===== src/rtl/hsc_defines.vh =====
`ifndef HSC_DEFINES_VH
`define HSC_DEFINES_VH

// Timing, expressed in printed units and converted to clock cycles.
`define HSC_CLK_MHZ 200
`define HSC_TICK_MS 1
`define HSC_TICK_CYC (`HSC_CLK_MHZ * 1000 * `HSC_TICK_MS)
`define HSC_TIMEOUT_MS 200
`define HSC_TIMEOUT_CYC (`HSC_CLK_MHZ * 1000 * `HSC_TIMEOUT_MS)
`define HSC_CARRIER_KHZ 20
`define HSC_CARRIER_CYC (`HSC_CLK_MHZ * 1000 / `HSC_CARRIER_KHZ)
`define HSC_DEAD_NS 1000
`define HSC_DEAD_CYC ((`HSC_DEAD_NS * `HSC_CLK_MHZ + 999) / 1000)

// Widths.
`define HSC_CNT_W 32
`define HSC_DEAD_W 8
`define HSC_ADDR_W 5
`define HSC_DATA_W 32
`define HSC_DUTY_W 16
`define HSC_EV_W 6

// Register byte offsets.
`define HSC_OFS_CTRL 5'h00
`define HSC_OFS_DUTY 5'h04
`define HSC_OFS_PINSEL 5'h08
`define HSC_OFS_STATUS 5'h0c
`define HSC_OFS_MASK 5'h10
`define HSC_OFS_SPEED 5'h14
`define HSC_OFS_STATE 5'h18
`define HSC_OFS_TIMER 5'h1c

// Field positions and reset values.
`define HSC_CTRL_DIR 0
`define HSC_DUTY_RST 16'h0000
`define HSC_MODE_RST 6'h3f
`define HSC_LVL_RST 6'h00
`define HSC_PINSEL_LVL_LSB 8
`define HSC_MASK_RST 6'h00

// Status bits.
`define HSC_EV_POS 0
`define HSC_EV_TICK 1
`define HSC_EV_OVC 2
`define HSC_EV_SHORT 3
`define HSC_EV_TMO 4
`define HSC_EV_HALL 5

// Hall codes that never occur on a healthy sensor set.
`define HSC_HALL_LOW 3'h0
`define HSC_HALL_HIGH 3'h7

`endif


===== src/rtl/hsc_interval.v =====
`include "hsc_defines.vh"

module hsc_interval #(
  parameter [`HSC_CNT_W-1:0] PERIOD = 32'h0000000a
) (
  input wire clock,
  input wire reset_n,
  output reg [`HSC_CNT_W-1:0] count_q,
  output reg wrap_q
);

  wire last;

  assign last = (count_q == PERIOD - 32'h00000001);

  always @(posedge clock or negedge reset_n) begin
    if (!reset_n) begin
      count_q <= 32'h00000000;
      wrap_q <= 1'b0;
    end else begin
      count_q <= last ? 32'h00000000 : count_q + 32'h00000001;
      wrap_q <= last;
    end
  end

endmodule // hsc_interval


===== src/rtl/hsc_deadband.v =====
`include "hsc_defines.vh"

module hsc_deadband (
  input wire clock,
  input wire reset_n,
  input wire demand,
  output reg high_q,
  output reg low_q
);

  localparam [`HSC_CNT_W-1:0] DEAD_FULL = `HSC_DEAD_CYC;
  localparam [`HSC_DEAD_W-1:0] DEAD = DEAD_FULL[`HSC_DEAD_W-1:0];

  reg demand_q;
  reg [`HSC_DEAD_W-1:0] dead_q;

  // Both switches stay off for the dead time after every change of demand.
  always @(posedge clock or negedge reset_n) begin
    if (!reset_n) begin
      demand_q <= 1'b0;
      dead_q <= DEAD;
      high_q <= 1'b0;
      low_q <= 1'b0;
    end else if (demand != demand_q) begin
      demand_q <= demand;
      dead_q <= DEAD;
      high_q <= 1'b0;
      low_q <= 1'b0;
    end else if (dead_q != {`HSC_DEAD_W{1'b0}}) begin
      dead_q <= dead_q - {{(`HSC_DEAD_W-1){1'b0}}, 1'b1};
    end else begin
      high_q <= demand_q;
      low_q <= ~demand_q;
    end
  end

endmodule // hsc_deadband


===== src/rtl/hsc_top.v =====
// Contract
// - Every rising and falling edge of each hall input raises a position event.
// - A position event captures speed, samples hall code and updates conduction pattern.
// - Falling edge on the overcurrent input releases all six gate pins.
// - A short between complementary gate outputs releases all six gate pins.
// - A dedicated timer gives a tick every 1 ms.
// - A free-running timer with no interrupt measures the interval between events.
// - Complementary PWM for all three phases, with dead time and active-high polarity.
// - A hardware trigger starts the analog sample-and-hold scan.
// - Run indicator is on while rotating and off while stopped.
// - Fault indicator is on while an error is latched.
// - A toggle switch input gives the start/stop command.
// - A second toggle switch clears the latched error.
// - Each gate pin selects static port level or PWM drive.
// - Low on the start/stop switch requests rotation, high requests stop.
// - No position event within 200 ms while rotating disables gates and flags error.
// - An invalid hall code disables gates and flags error.
// - The PWM carrier runs at 20 kHz.
`include "hsc_defines.vh"

module hsc_top #(
  parameter [`HSC_CNT_W-1:0] TICK_CYCLES = `HSC_TICK_CYC,
  parameter [`HSC_CNT_W-1:0] TIMEOUT_CYCLES = `HSC_TIMEOUT_CYC,
  parameter [`HSC_CNT_W-1:0] CARRIER_CYCLES = `HSC_CARRIER_CYC
) (
  input wire clock,
  input wire reset_n,
  input wire hall_phase_a,
  input wire hall_phase_b,
  input wire hall_phase_c,
  input wire overcurrent_stop_n,
  input wire run_stop_switch,
  input wire fault_clear_switch,
  input wire [`HSC_ADDR_W-1:0] reg_addr,
  input wire [`HSC_DATA_W-1:0] reg_wdata,
  input wire reg_write,
  input wire reg_read,
  output reg [`HSC_DATA_W-1:0] reg_rdata,
  output wire gate_high_a,
  output wire gate_high_b,
  output wire gate_high_c,
  output wire gate_low_a,
  output wire gate_low_b,
  output wire gate_low_c,
  output wire gate_high_a_oe,
  output wire gate_high_b_oe,
  output wire gate_high_c_oe,
  output wire gate_low_a_oe,
  output wire gate_low_b_oe,
  output wire gate_low_c_oe,
  output reg run_indicator,
  output reg fault_indicator,
  output reg adc_trigger,
  output reg tick_1ms,
  output reg irq
);

  // Pin vectors: bits 0..2 are upper switches a..c, bits 3..5 lower a..c.
  reg [5:0] gate_q;
  wire [5:0] gate_d;
  reg gate_oe_q;

  reg ctrl_dir_q;
  reg [`HSC_DUTY_W-1:0] duty_q;
  reg [5:0] pin_mode_q;
  reg [5:0] pin_level_q;
  reg [`HSC_EV_W-1:0] status_q;
  reg [`HSC_EV_W-1:0] status_d;
  reg [`HSC_EV_W-1:0] mask_q;

  reg primed_q;
  reg [2:0] hall_prev_q;
  reg [2:0] hall_code_q;
  reg ovc_prev_q;
  reg clear_prev_q;
  reg run_q;
  reg fault_q;
  reg [5:0] pattern_q;
  reg [`HSC_CNT_W-1:0] free_q;
  reg [`HSC_CNT_W-1:0] last_stamp_q;
  reg [`HSC_CNT_W-1:0] speed_q;
  reg [`HSC_CNT_W-1:0] silence_q;

  wire [2:0] hall_now;
  wire pos_event;
  wire ovc_event;
  wire clear_event;
  wire run_request;
  wire start_event;
  wire hall_bad;
  wire timeout_event;
  wire short_event;
  wire [`HSC_CNT_W-1:0] carrier_count;
  wire carrier_wrap;
  wire tick_wrap;
  wire pwm_on;
  wire [2:0] db_high;
  wire [2:0] db_low;
  wire [5:0] pattern_next;
  wire [`HSC_EV_W-1:0] events;
  wire status_read;

  assign hall_now = {hall_phase_c, hall_phase_b, hall_phase_a};

  assign pos_event = primed_q && (hall_now != hall_prev_q);

  assign ovc_event = ovc_prev_q && !overcurrent_stop_n;

  assign clear_event = primed_q && (fault_clear_switch != clear_prev_q);

  assign run_request = !run_stop_switch;

  assign start_event = run_request && !run_q && !fault_q;

  assign hall_bad = pos_event &&
                    (hall_now == `HSC_HALL_LOW || hall_now == `HSC_HALL_HIGH);

  assign timeout_event = run_q && (silence_q == TIMEOUT_CYCLES - 32'h00000001);

  function [5:0] commutate;
    input [2:0] code;
    input reverse;
    reg [5:0] hl;
    begin
      case (code)
        3'h1: hl = {3'h1, 3'h2};
        3'h3: hl = {3'h1, 3'h4};
        3'h2: hl = {3'h2, 3'h4};
        3'h6: hl = {3'h2, 3'h1};
        3'h4: hl = {3'h4, 3'h1};
        3'h5: hl = {3'h4, 3'h2};
        default: hl = 6'h00;
      endcase
      // Reversal swaps which phase is sourced and which is sunk.
      commutate = reverse ? hl : {hl[2:0], hl[5:3]};
    end
  endfunction

  assign pattern_next = commutate(hall_now, ctrl_dir_q);

  hsc_interval #(
    .PERIOD(CARRIER_CYCLES)
  ) u_carrier (
    .clock(clock),
    .reset_n(reset_n),
    .count_q(carrier_count),
    .wrap_q(carrier_wrap)
  );

  hsc_interval #(
    .PERIOD(TICK_CYCLES)
  ) u_tick (
    .clock(clock),
    .reset_n(reset_n),
    .count_q(),
    .wrap_q(tick_wrap)
  );

  assign pwm_on = carrier_count < {{(`HSC_CNT_W-`HSC_DUTY_W){1'b0}}, duty_q};

  genvar p;
  generate
    for (p = 0; p < 3; p = p + 1) begin : g_phase
      hsc_deadband u_db (
        .clock(clock),
        .reset_n(reset_n),
        .demand(pwm_on),
        .high_q(db_high[p]),
        .low_q(db_low[p])
      );

      // The chopped phase gets complementary PWM; the sinking phase holds its lower switch.
      // port or PWM select
      assign gate_d[p] = pin_mode_q[p] ? (pattern_q[p] & db_high[p]) : pin_level_q[p];
      assign gate_d[p+3] = pin_mode_q[p+3] ? ((pattern_q[p] & db_low[p]) | pattern_q[p+3]) :
                           pin_level_q[p+3];
    end
  endgenerate

  assign short_event = |(gate_d[2:0] & gate_d[5:3]);

  assign events = {hall_bad, timeout_event, short_event, ovc_event, tick_wrap, pos_event};
  assign status_read = reg_read && (reg_addr == `HSC_OFS_STATUS);

  // A read clears the status, but an event in the same cycle survives it.
  always @* begin
    status_d = (status_read ? {`HSC_EV_W{1'b0}} : status_q) | events;
  end

  always @(posedge clock or negedge reset_n) begin
    if (!reset_n) begin
      primed_q <= 1'b0;
      hall_prev_q <= 3'h0;
      ovc_prev_q <= 1'b1;
      clear_prev_q <= 1'b0;
    end else begin
      primed_q <= 1'b1;
      hall_prev_q <= hall_now;
      ovc_prev_q <= overcurrent_stop_n;
      clear_prev_q <= fault_clear_switch;
    end
  end

  always @(posedge clock or negedge reset_n) begin
    if (!reset_n) begin
      free_q <= 32'h00000000;
      last_stamp_q <= 32'h00000000;
      speed_q <= 32'h00000000;
      hall_code_q <= 3'h0;
      pattern_q <= 6'h00;
    end else begin
      free_q <= free_q + 32'h00000001;
      if (pos_event) begin
        speed_q <= free_q - last_stamp_q;
        last_stamp_q <= free_q;
        hall_code_q <= hall_now;
      end
      if (pos_event || start_event) begin
        pattern_q <= pattern_next;
      end
    end
  end

  always @(posedge clock or negedge reset_n) begin
    if (!reset_n) begin
      silence_q <= 32'h00000000;
    end else if (!run_q || pos_event || timeout_event) begin
      silence_q <= 32'h00000000;
    end else begin
      silence_q <= silence_q + 32'h00000001;
    end
  end

  // clear loses to a new fault
  always @(posedge clock or negedge reset_n) begin
    if (!reset_n) begin
      fault_q <= 1'b0;
      run_q <= 1'b0;
    end else begin
      if (ovc_event || short_event || timeout_event || hall_bad) begin
        fault_q <= 1'b1;
      end else if (clear_event) begin
        fault_q <= 1'b0;
      end
      run_q <= run_request && !fault_q &&
               !(ovc_event || short_event || timeout_event || hall_bad);
    end
  end

  always @(posedge clock or negedge reset_n) begin
    if (!reset_n) begin
      gate_q <= 6'h00;
      gate_oe_q <= 1'b0;
    end else begin
      // A shorted pin set is never latched, so the pins cannot show it even for a cycle.
      gate_q <= short_event ? 6'h00 : gate_d;
      gate_oe_q <= run_q && !fault_q &&
                   !(ovc_event || short_event || timeout_event || hall_bad);
    end
  end

  assign gate_high_a = gate_q[0];
  assign gate_high_b = gate_q[1];
  assign gate_high_c = gate_q[2];
  assign gate_low_a = gate_q[3];
  assign gate_low_b = gate_q[4];
  assign gate_low_c = gate_q[5];
  assign gate_high_a_oe = gate_oe_q;
  assign gate_high_b_oe = gate_oe_q;
  assign gate_high_c_oe = gate_oe_q;
  assign gate_low_a_oe = gate_oe_q;
  assign gate_low_b_oe = gate_oe_q;
  assign gate_low_c_oe = gate_oe_q;

  always @(posedge clock or negedge reset_n) begin
    if (!reset_n) begin
      run_indicator <= 1'b0;
      fault_indicator <= 1'b0;
      adc_trigger <= 1'b0;
      tick_1ms <= 1'b0;
      irq <= 1'b0;
    end else begin
      run_indicator <= run_q;
      fault_indicator <= fault_q;
      adc_trigger <= carrier_wrap && run_q;
      tick_1ms <= tick_wrap;
      irq <= |(status_d & mask_q);
    end
  end

  always @(posedge clock or negedge reset_n) begin
    if (!reset_n) begin
      ctrl_dir_q <= 1'b0;
      duty_q <= `HSC_DUTY_RST;
      pin_mode_q <= `HSC_MODE_RST;
      pin_level_q <= `HSC_LVL_RST;
      mask_q <= `HSC_MASK_RST;
      status_q <= {`HSC_EV_W{1'b0}};
    end else begin
      status_q <= status_d;
      if (reg_write) begin
        if (reg_addr == `HSC_OFS_CTRL) begin
          ctrl_dir_q <= reg_wdata[`HSC_CTRL_DIR];
        end else if (reg_addr == `HSC_OFS_DUTY) begin
          duty_q <= reg_wdata[`HSC_DUTY_W-1:0];
        end else if (reg_addr == `HSC_OFS_PINSEL) begin
          pin_mode_q <= reg_wdata[5:0];
          pin_level_q <= reg_wdata[`HSC_PINSEL_LVL_LSB+5:`HSC_PINSEL_LVL_LSB];
        end else if (reg_addr == `HSC_OFS_MASK) begin
          mask_q <= reg_wdata[`HSC_EV_W-1:0];
        end
      end
    end
  end

  // Read data is valid only in the cycle after the strobe; unmapped reads give zero.
  always @(posedge clock or negedge reset_n) begin
    if (!reset_n) begin
      reg_rdata <= 32'h00000000;
    end else if (!reg_read) begin
      reg_rdata <= 32'h00000000;
    end else if (reg_addr == `HSC_OFS_CTRL) begin
      reg_rdata <= {31'h00000000, ctrl_dir_q};
    end else if (reg_addr == `HSC_OFS_DUTY) begin
      reg_rdata <= {16'h0000, duty_q};
    end else if (reg_addr == `HSC_OFS_PINSEL) begin
      reg_rdata <= {18'h00000, pin_level_q, 2'h0, pin_mode_q};
    end else if (reg_addr == `HSC_OFS_STATUS) begin
      reg_rdata <= {26'h0000000, status_q};
    end else if (reg_addr == `HSC_OFS_MASK) begin
      reg_rdata <= {26'h0000000, mask_q};
    end else if (reg_addr == `HSC_OFS_SPEED) begin
      reg_rdata <= speed_q;
    end else if (reg_addr == `HSC_OFS_STATE) begin
      reg_rdata <= {16'h0000, pattern_q, 3'h0, hall_code_q, 2'h0, fault_q, run_q};
    end else if (reg_addr == `HSC_OFS_TIMER) begin
      reg_rdata <= free_q;
    end else begin
      reg_rdata <= 32'h00000000;
    end
  end

endmodule // hsc_top


===== config.mk =====
export PLATFORM = sky130hd
export DESIGN_NAME = hsc_top
export DESIGN_NICKNAME = d
export VERILOG_FILES = /design/src/rtl/hsc_interval.v /design/src/rtl/hsc_deadband.v /design/src/rtl/hsc_top.v
export VERILOG_INCLUDE_DIRS = /design/src /design/src/rtl
export SDC_FILE = /design/constraint.sdc
export NUM_CORES = 1
export LEC_CHECK = 0
export ABC_AREA = 1
export BUFFER_PORTS_ARGS = -buffer_cell sky130_fd_sc_hd__buf_2
export CORE_UTILIZATION = 40
export DETAILED_ROUTE_END_ITERATION = 12
export PLACE_DENSITY_LB_ADDON = 0.2
export REMOVE_ABC_BUFFERS = 1
export SYNTH_ARGS = -nofsm -noshare
export SYNTH_HDL_FRONTEND = slang
export SYNTH_SLANG_ARGS = --single-unit

===== constraint.sdc =====
create_clock -name clock -period 2.68 [get_ports clock]
set_input_delay 0.536 -clock clock [delete_from_list [all_inputs] [get_ports clock]]
set_output_delay 0.536 -clock clock [all_outputs]
set_load 0.02 [all_outputs]

==> out/qor.log <==
qor: status.run_status finished, final reports clean
qor: clock_tree.cts_tree built
qor: synth.synth_top_family_by_area simple AND/OR/NAND/NOR gates
qor: clock_tree.worst_skew_pair.late_latency 570 ps
qor: route.antenna_left 0
qor: synth.synthesis.area_per_instance 7.56 sq um
qor: flow_run.timing.max_cap.violations 0
qor: clock_tree.clk_pin_slew_worst_paths 60 ps
qor: grt.grt_util_all_layers 23.0%
qor: layout.num-fill-cells 4547
qor: grt.gr-total-overflow 0
qor: route.drt-vias-per-instance 4.99
qor: synth.synth_area 0.0184 sq mm
qor: hold_path.hp-class in -> reg
qor: route.routed_wirelength 52300 um
qor: timing.final_hold_viol_count 0
qor: layout.post_route_cells_drive_above_1_share 8.93%
qor: synth.synth_largest_area_cell sky130_fd_sc_hd__dfrtp_1
qor: layout.synth_to_layout_area_growth 15.4%
qor: synth.cells_taking_the_most_area_after_synthesis sky130_fd_sc_hd__dfrtp_1 (43%), sky130_fd_sc_hd__nand2_1 (14%), sky130_fd_sc_hd__inv_1 (8.1%)
qor: clock_tree.clockBufferDepth 3
qor: timing.setup_tns 0 ps
qor: grt.initial_antenna_violation_count 5
qor: grt.grt_start_max_net_pins 81
qor: timing.clock_skew 22.1 ps
qor: synth.synth.yosys.warnings 0
qor: synth.synth_top_flop_cell sky130_fd_sc_hd__dfrtp_1
qor: synth.synthesis.instances 2432
qor: layout.final_area 0.0212 sq mm
qor: synth.async_flop_share 100%
qor: synth.ys_ff_latch 329
qor: synth.synth_enable_flop_cells 0
qor: floorplan.num_io_pins 96
qor: floorplan.initial_core_utilization 40.5%
qor: synth.yosys.area_share.xor_xnor 5.76%
qor: synth.synthDistinctLibCells 45
qor: clock_tree.ctsRootBufferMaster sky130_fd_sc_hd__clkbuf_16
qor: timing.final_min_period_over_clock_period 88.8%
qor: synth.post_synth_mux_area_share 0.367%
qor: synth.synth_top_cell_area_share 42.6%
qor: clock_tree.cts_setup_buffers 0
qor: place.port-buffer-count 79
qor: clock_tree.number_of_buffers_created_by_cts 40
qor: setup_path.setup.worst_path.start_class flip-flop
qor: timing.post-route-min-period 2380 ps
qor: route.number_of_optimization_iterations_in_the_first_detailed_route_pass 5
qor: grt.first_global_vias 15500
qor: timing.slew-limit-headroom 22.5%
qor: route.drt-wirelength-per-cell 16.4 um
qor: place.dp.final_hpwl 40400 um
qor: place.place_congestion 0.935
qor: floorplan.chipWidth 216 um
qor: setup_path.critical_path_peak_fanout 4
qor: setup_path.arrival 2830 ps
qor: synth.synth.yosys.seq_area_share 44.9%
qor: timing.hold-worst-slack 79.9 ps
qor: timing.achievable-frequency 420 MHz
qor: power_and_ir_drop.peakVddDrop 0.531 mV
qor: setup_path.critPathCaptureType flip-flop
qor: layout.nets 2665
qor: route.routed-via-count 15900
qor: setup_path.worstPathRequired 3130 ps
qor: synth.synth-compound-area-share 7.51%
qor: synth.synth_simple_gate_area_share 28.0%
qor: timing.drv_slew 0
qor: timing.grt_setup_unrepaired no
qor: floorplan.die_height 216 um
qor: timing.worst-slew-pin-transition 1150 ps
qor: floorplan.num_rows 78
qor: layout.antenna_cells 0
qor: layout.finish.cell_count_without_fillers 3186
qor: timing.final-setup-viol-count 0
qor: place.dpl.cell_count 3112
qor: route.route.detailed.drc 0
qor: power_and_ir_drop.cellPowerDensity 643 mW/mm^2
qor: clock_tree.clock_sink_count 329
qor: route.drt-initial-drc-count 1203
qor: setup_path.path_class reg -> reg
qor: power_and_ir_drop.static-leakage-power 10.7 nW
qor: synth.yosys.cell_count.top_type sky130_fd_sc_hd__nand2_1
qor: place.placedInstanceArea 0.0198 sq mm
qor: grt.grt_first_pass_wirelength 84400 um
qor: floorplan.die-area 0.0468 sq mm
qor: layout.layout.core_utilization 46.8%
qor: synth.synthAdderAreaFrac 4.33%
qor: clock_tree.cts_htree_levels 2
qor: synth.post_synth_most_frequent_cells sky130_fd_sc_hd__nand2_1 (667), sky130_fd_sc_hd__inv_1 (395), sky130_fd_sc_hd__dfrtp_1 (313), sky130_fd_sc_hd__nor2_1 (250), sky130_fd_sc_hd__o21ai_0 (127)
qor: floorplan.core_region_area 0.0454 sq mm
==> cells by family after synthesis <==
group / after synthesis
multiplexers: 6
AO/OA/AOI/OAI: 254
adder cells (fa/ha/maj): 63
buffers and inverters: 440
AND/OR/NAND/NOR: 1218
flip-flops: 329
other: 1
XOR/XNOR: 121
==> flip-flops by register name, summed over array words and instances, names as in the netlist, 16 cells and up <==
| register | flops |
|---|---|
| free_q | 32 |
| reg_rdata | 32 |
| u_carrier.count_q | 32 |
| g_phase.u_db.dead_q | 24 |
| silence_q | 32 |
| duty_q | 16 |
| speed_q | 32 |
| u_tick.count_q | 32 |
| last_stamp_q | 32 |
==> cell type report <==
class / instances / area [sq um] / share of cell area, %
inverter: 399 / 1500 / 7.06
tap: 600 / 751 / 3.54
clock buffer: 58 / 1200 / 5.66
sequential: 329 / 8250 / 38.9
clock inverter: 15 / 215 / 1.01
timing repair buffer: 122 / 831 / 3.92
multi-input combinational: 1663 / 8470 / 39.9
==> cells in the final DEF (no fill, tap or decap), types with 4 or more instances in the layout <==
cell type,count
sky130_fd_sc_hd__nand2_1,666
sky130_fd_sc_hd__inv_1,395
sky130_fd_sc_hd__dfrtp_1,313
sky130_fd_sc_hd__nor2_1,249
sky130_fd_sc_hd__o21ai_0,127
sky130_fd_sc_hd__nand3_1,120
sky130_fd_sc_hd__xor2_1,82
sky130_fd_sc_hd__a21oi_1,81
sky130_fd_sc_hd__buf_2,78
sky130_fd_sc_hd__nor3_1,76
sky130_fd_sc_hd__ha_1,62
sky130_fd_sc_hd__nand4_1,50
sky130_fd_sc_hd__clkbuf_16,42
sky130_fd_sc_hd__xnor2_1,39
sky130_fd_sc_hd__buf_4,34
sky130_fd_sc_hd__nor4_1,25
sky130_fd_sc_hd__dfstp_2,16
sky130_fd_sc_hd__o22ai_1,11
sky130_fd_sc_hd__clkbuf_8,9
sky130_fd_sc_hd__clkinv_2,8
sky130_fd_sc_hd__buf_12,8
sky130_fd_sc_hd__nand3b_1,7
sky130_fd_sc_hd__or2_2,7
sky130_fd_sc_hd__clkbuf_1,7
sky130_fd_sc_hd__a221oi_1,6
sky130_fd_sc_hd__mux2_2,6
sky130_fd_sc_hd__a31oi_1,5
sky130_fd_sc_hd__a211oi_1,5
sky130_fd_sc_hd__o221ai_1,5
sky130_fd_sc_hd__o21bai_1,5
sky130_fd_sc_hd__bufinv_16,5
sky130_fd_sc_hd__nor3b_1,4
==> routing by layer <==
metal / vias up / GRT usage (%) / share of wire (%)
met3: 72 / 3.94 / 5.7
met2: 390 / 34.3 / 43
met5: - / 0 / 0.059
met4: 4 / 6.08 / 2.1
met1: 7485 / 34.1 / 49
li1: 7941 / - / -
==> worst paths after layout <==
check | startpoint | endpoint | slack [ps] | cells past startpoint
min | overcurrent_stop_n | ovc_prev_q | 80 | 1
min in group asynchronous | reset_n | gate_high_a_oe | 500 | 2
max in group asynchronous | reset_n | u_carrier.count_q[29] | 1370 | 4
max | duty_q[1] | g_phase[0].u_db.low_q | 300 | 12
max reg2reg | duty_q[1] | g_phase[0].u_db.low_q | 300 | 12
min reg2reg | u_carrier.count_q[0] | u_carrier.count_q[0] | 460 | 1
==> report_power, final <==
part	total (mW)	switching [mW]	internal (mW)
logic	1.95	1.25	0.700
clock network	5.81	2.21	3.60
registers	5.88	0.388	5.49
total	13.6	3.85	9.79
==> metrics by stage <==
| step | setup slack [ps] | power (mW) |
|---|---|---|
| 2_1_floorplan | -1200 | 7.08 |
| 3_3_place_gp | 105 | 7.85 |
| 3_5_place_dp | 97.6 | 7.91 |
| 4_1_cts | 91.1 | 13.8 |
| 5_1_grt | 44.0 | 14.3 |
| 6_report | 299 | 13.6 |
==> what timing repair did <==
item | 4_1_cts | 5_1_grt
hold buffers | 1 | 0
endpoints found under the setup margin | 0 | 6
hold endpoints to repair | 35 | 0
resized for setup | 0 | 2
==> critical path: stages, from the launching register on <==
cell and delay, ps:
sky130_fd_sc_hd__dfrtp_1 400, sky130_fd_sc_hd__inv_1 90, sky130_fd_sc_hd__ha_1 300, sky130_fd_sc_hd__a21oi_1 150, sky130_fd_sc_hd__o21ai_0 90, sky130_fd_sc_hd__nand2_1 60
sky130_fd_sc_hd__nand2_1 60, sky130_fd_sc_hd__nand2_1 80, sky130_fd_sc_hd__nand3_2 150, sky130_fd_sc_hd__ha_1 350, sky130_fd_sc_hd__inv_1 50, sky130_fd_sc_hd__nand2_1 150
sky130_fd_sc_hd__mux2_2 360
Power figures use the tool's default switching activity.
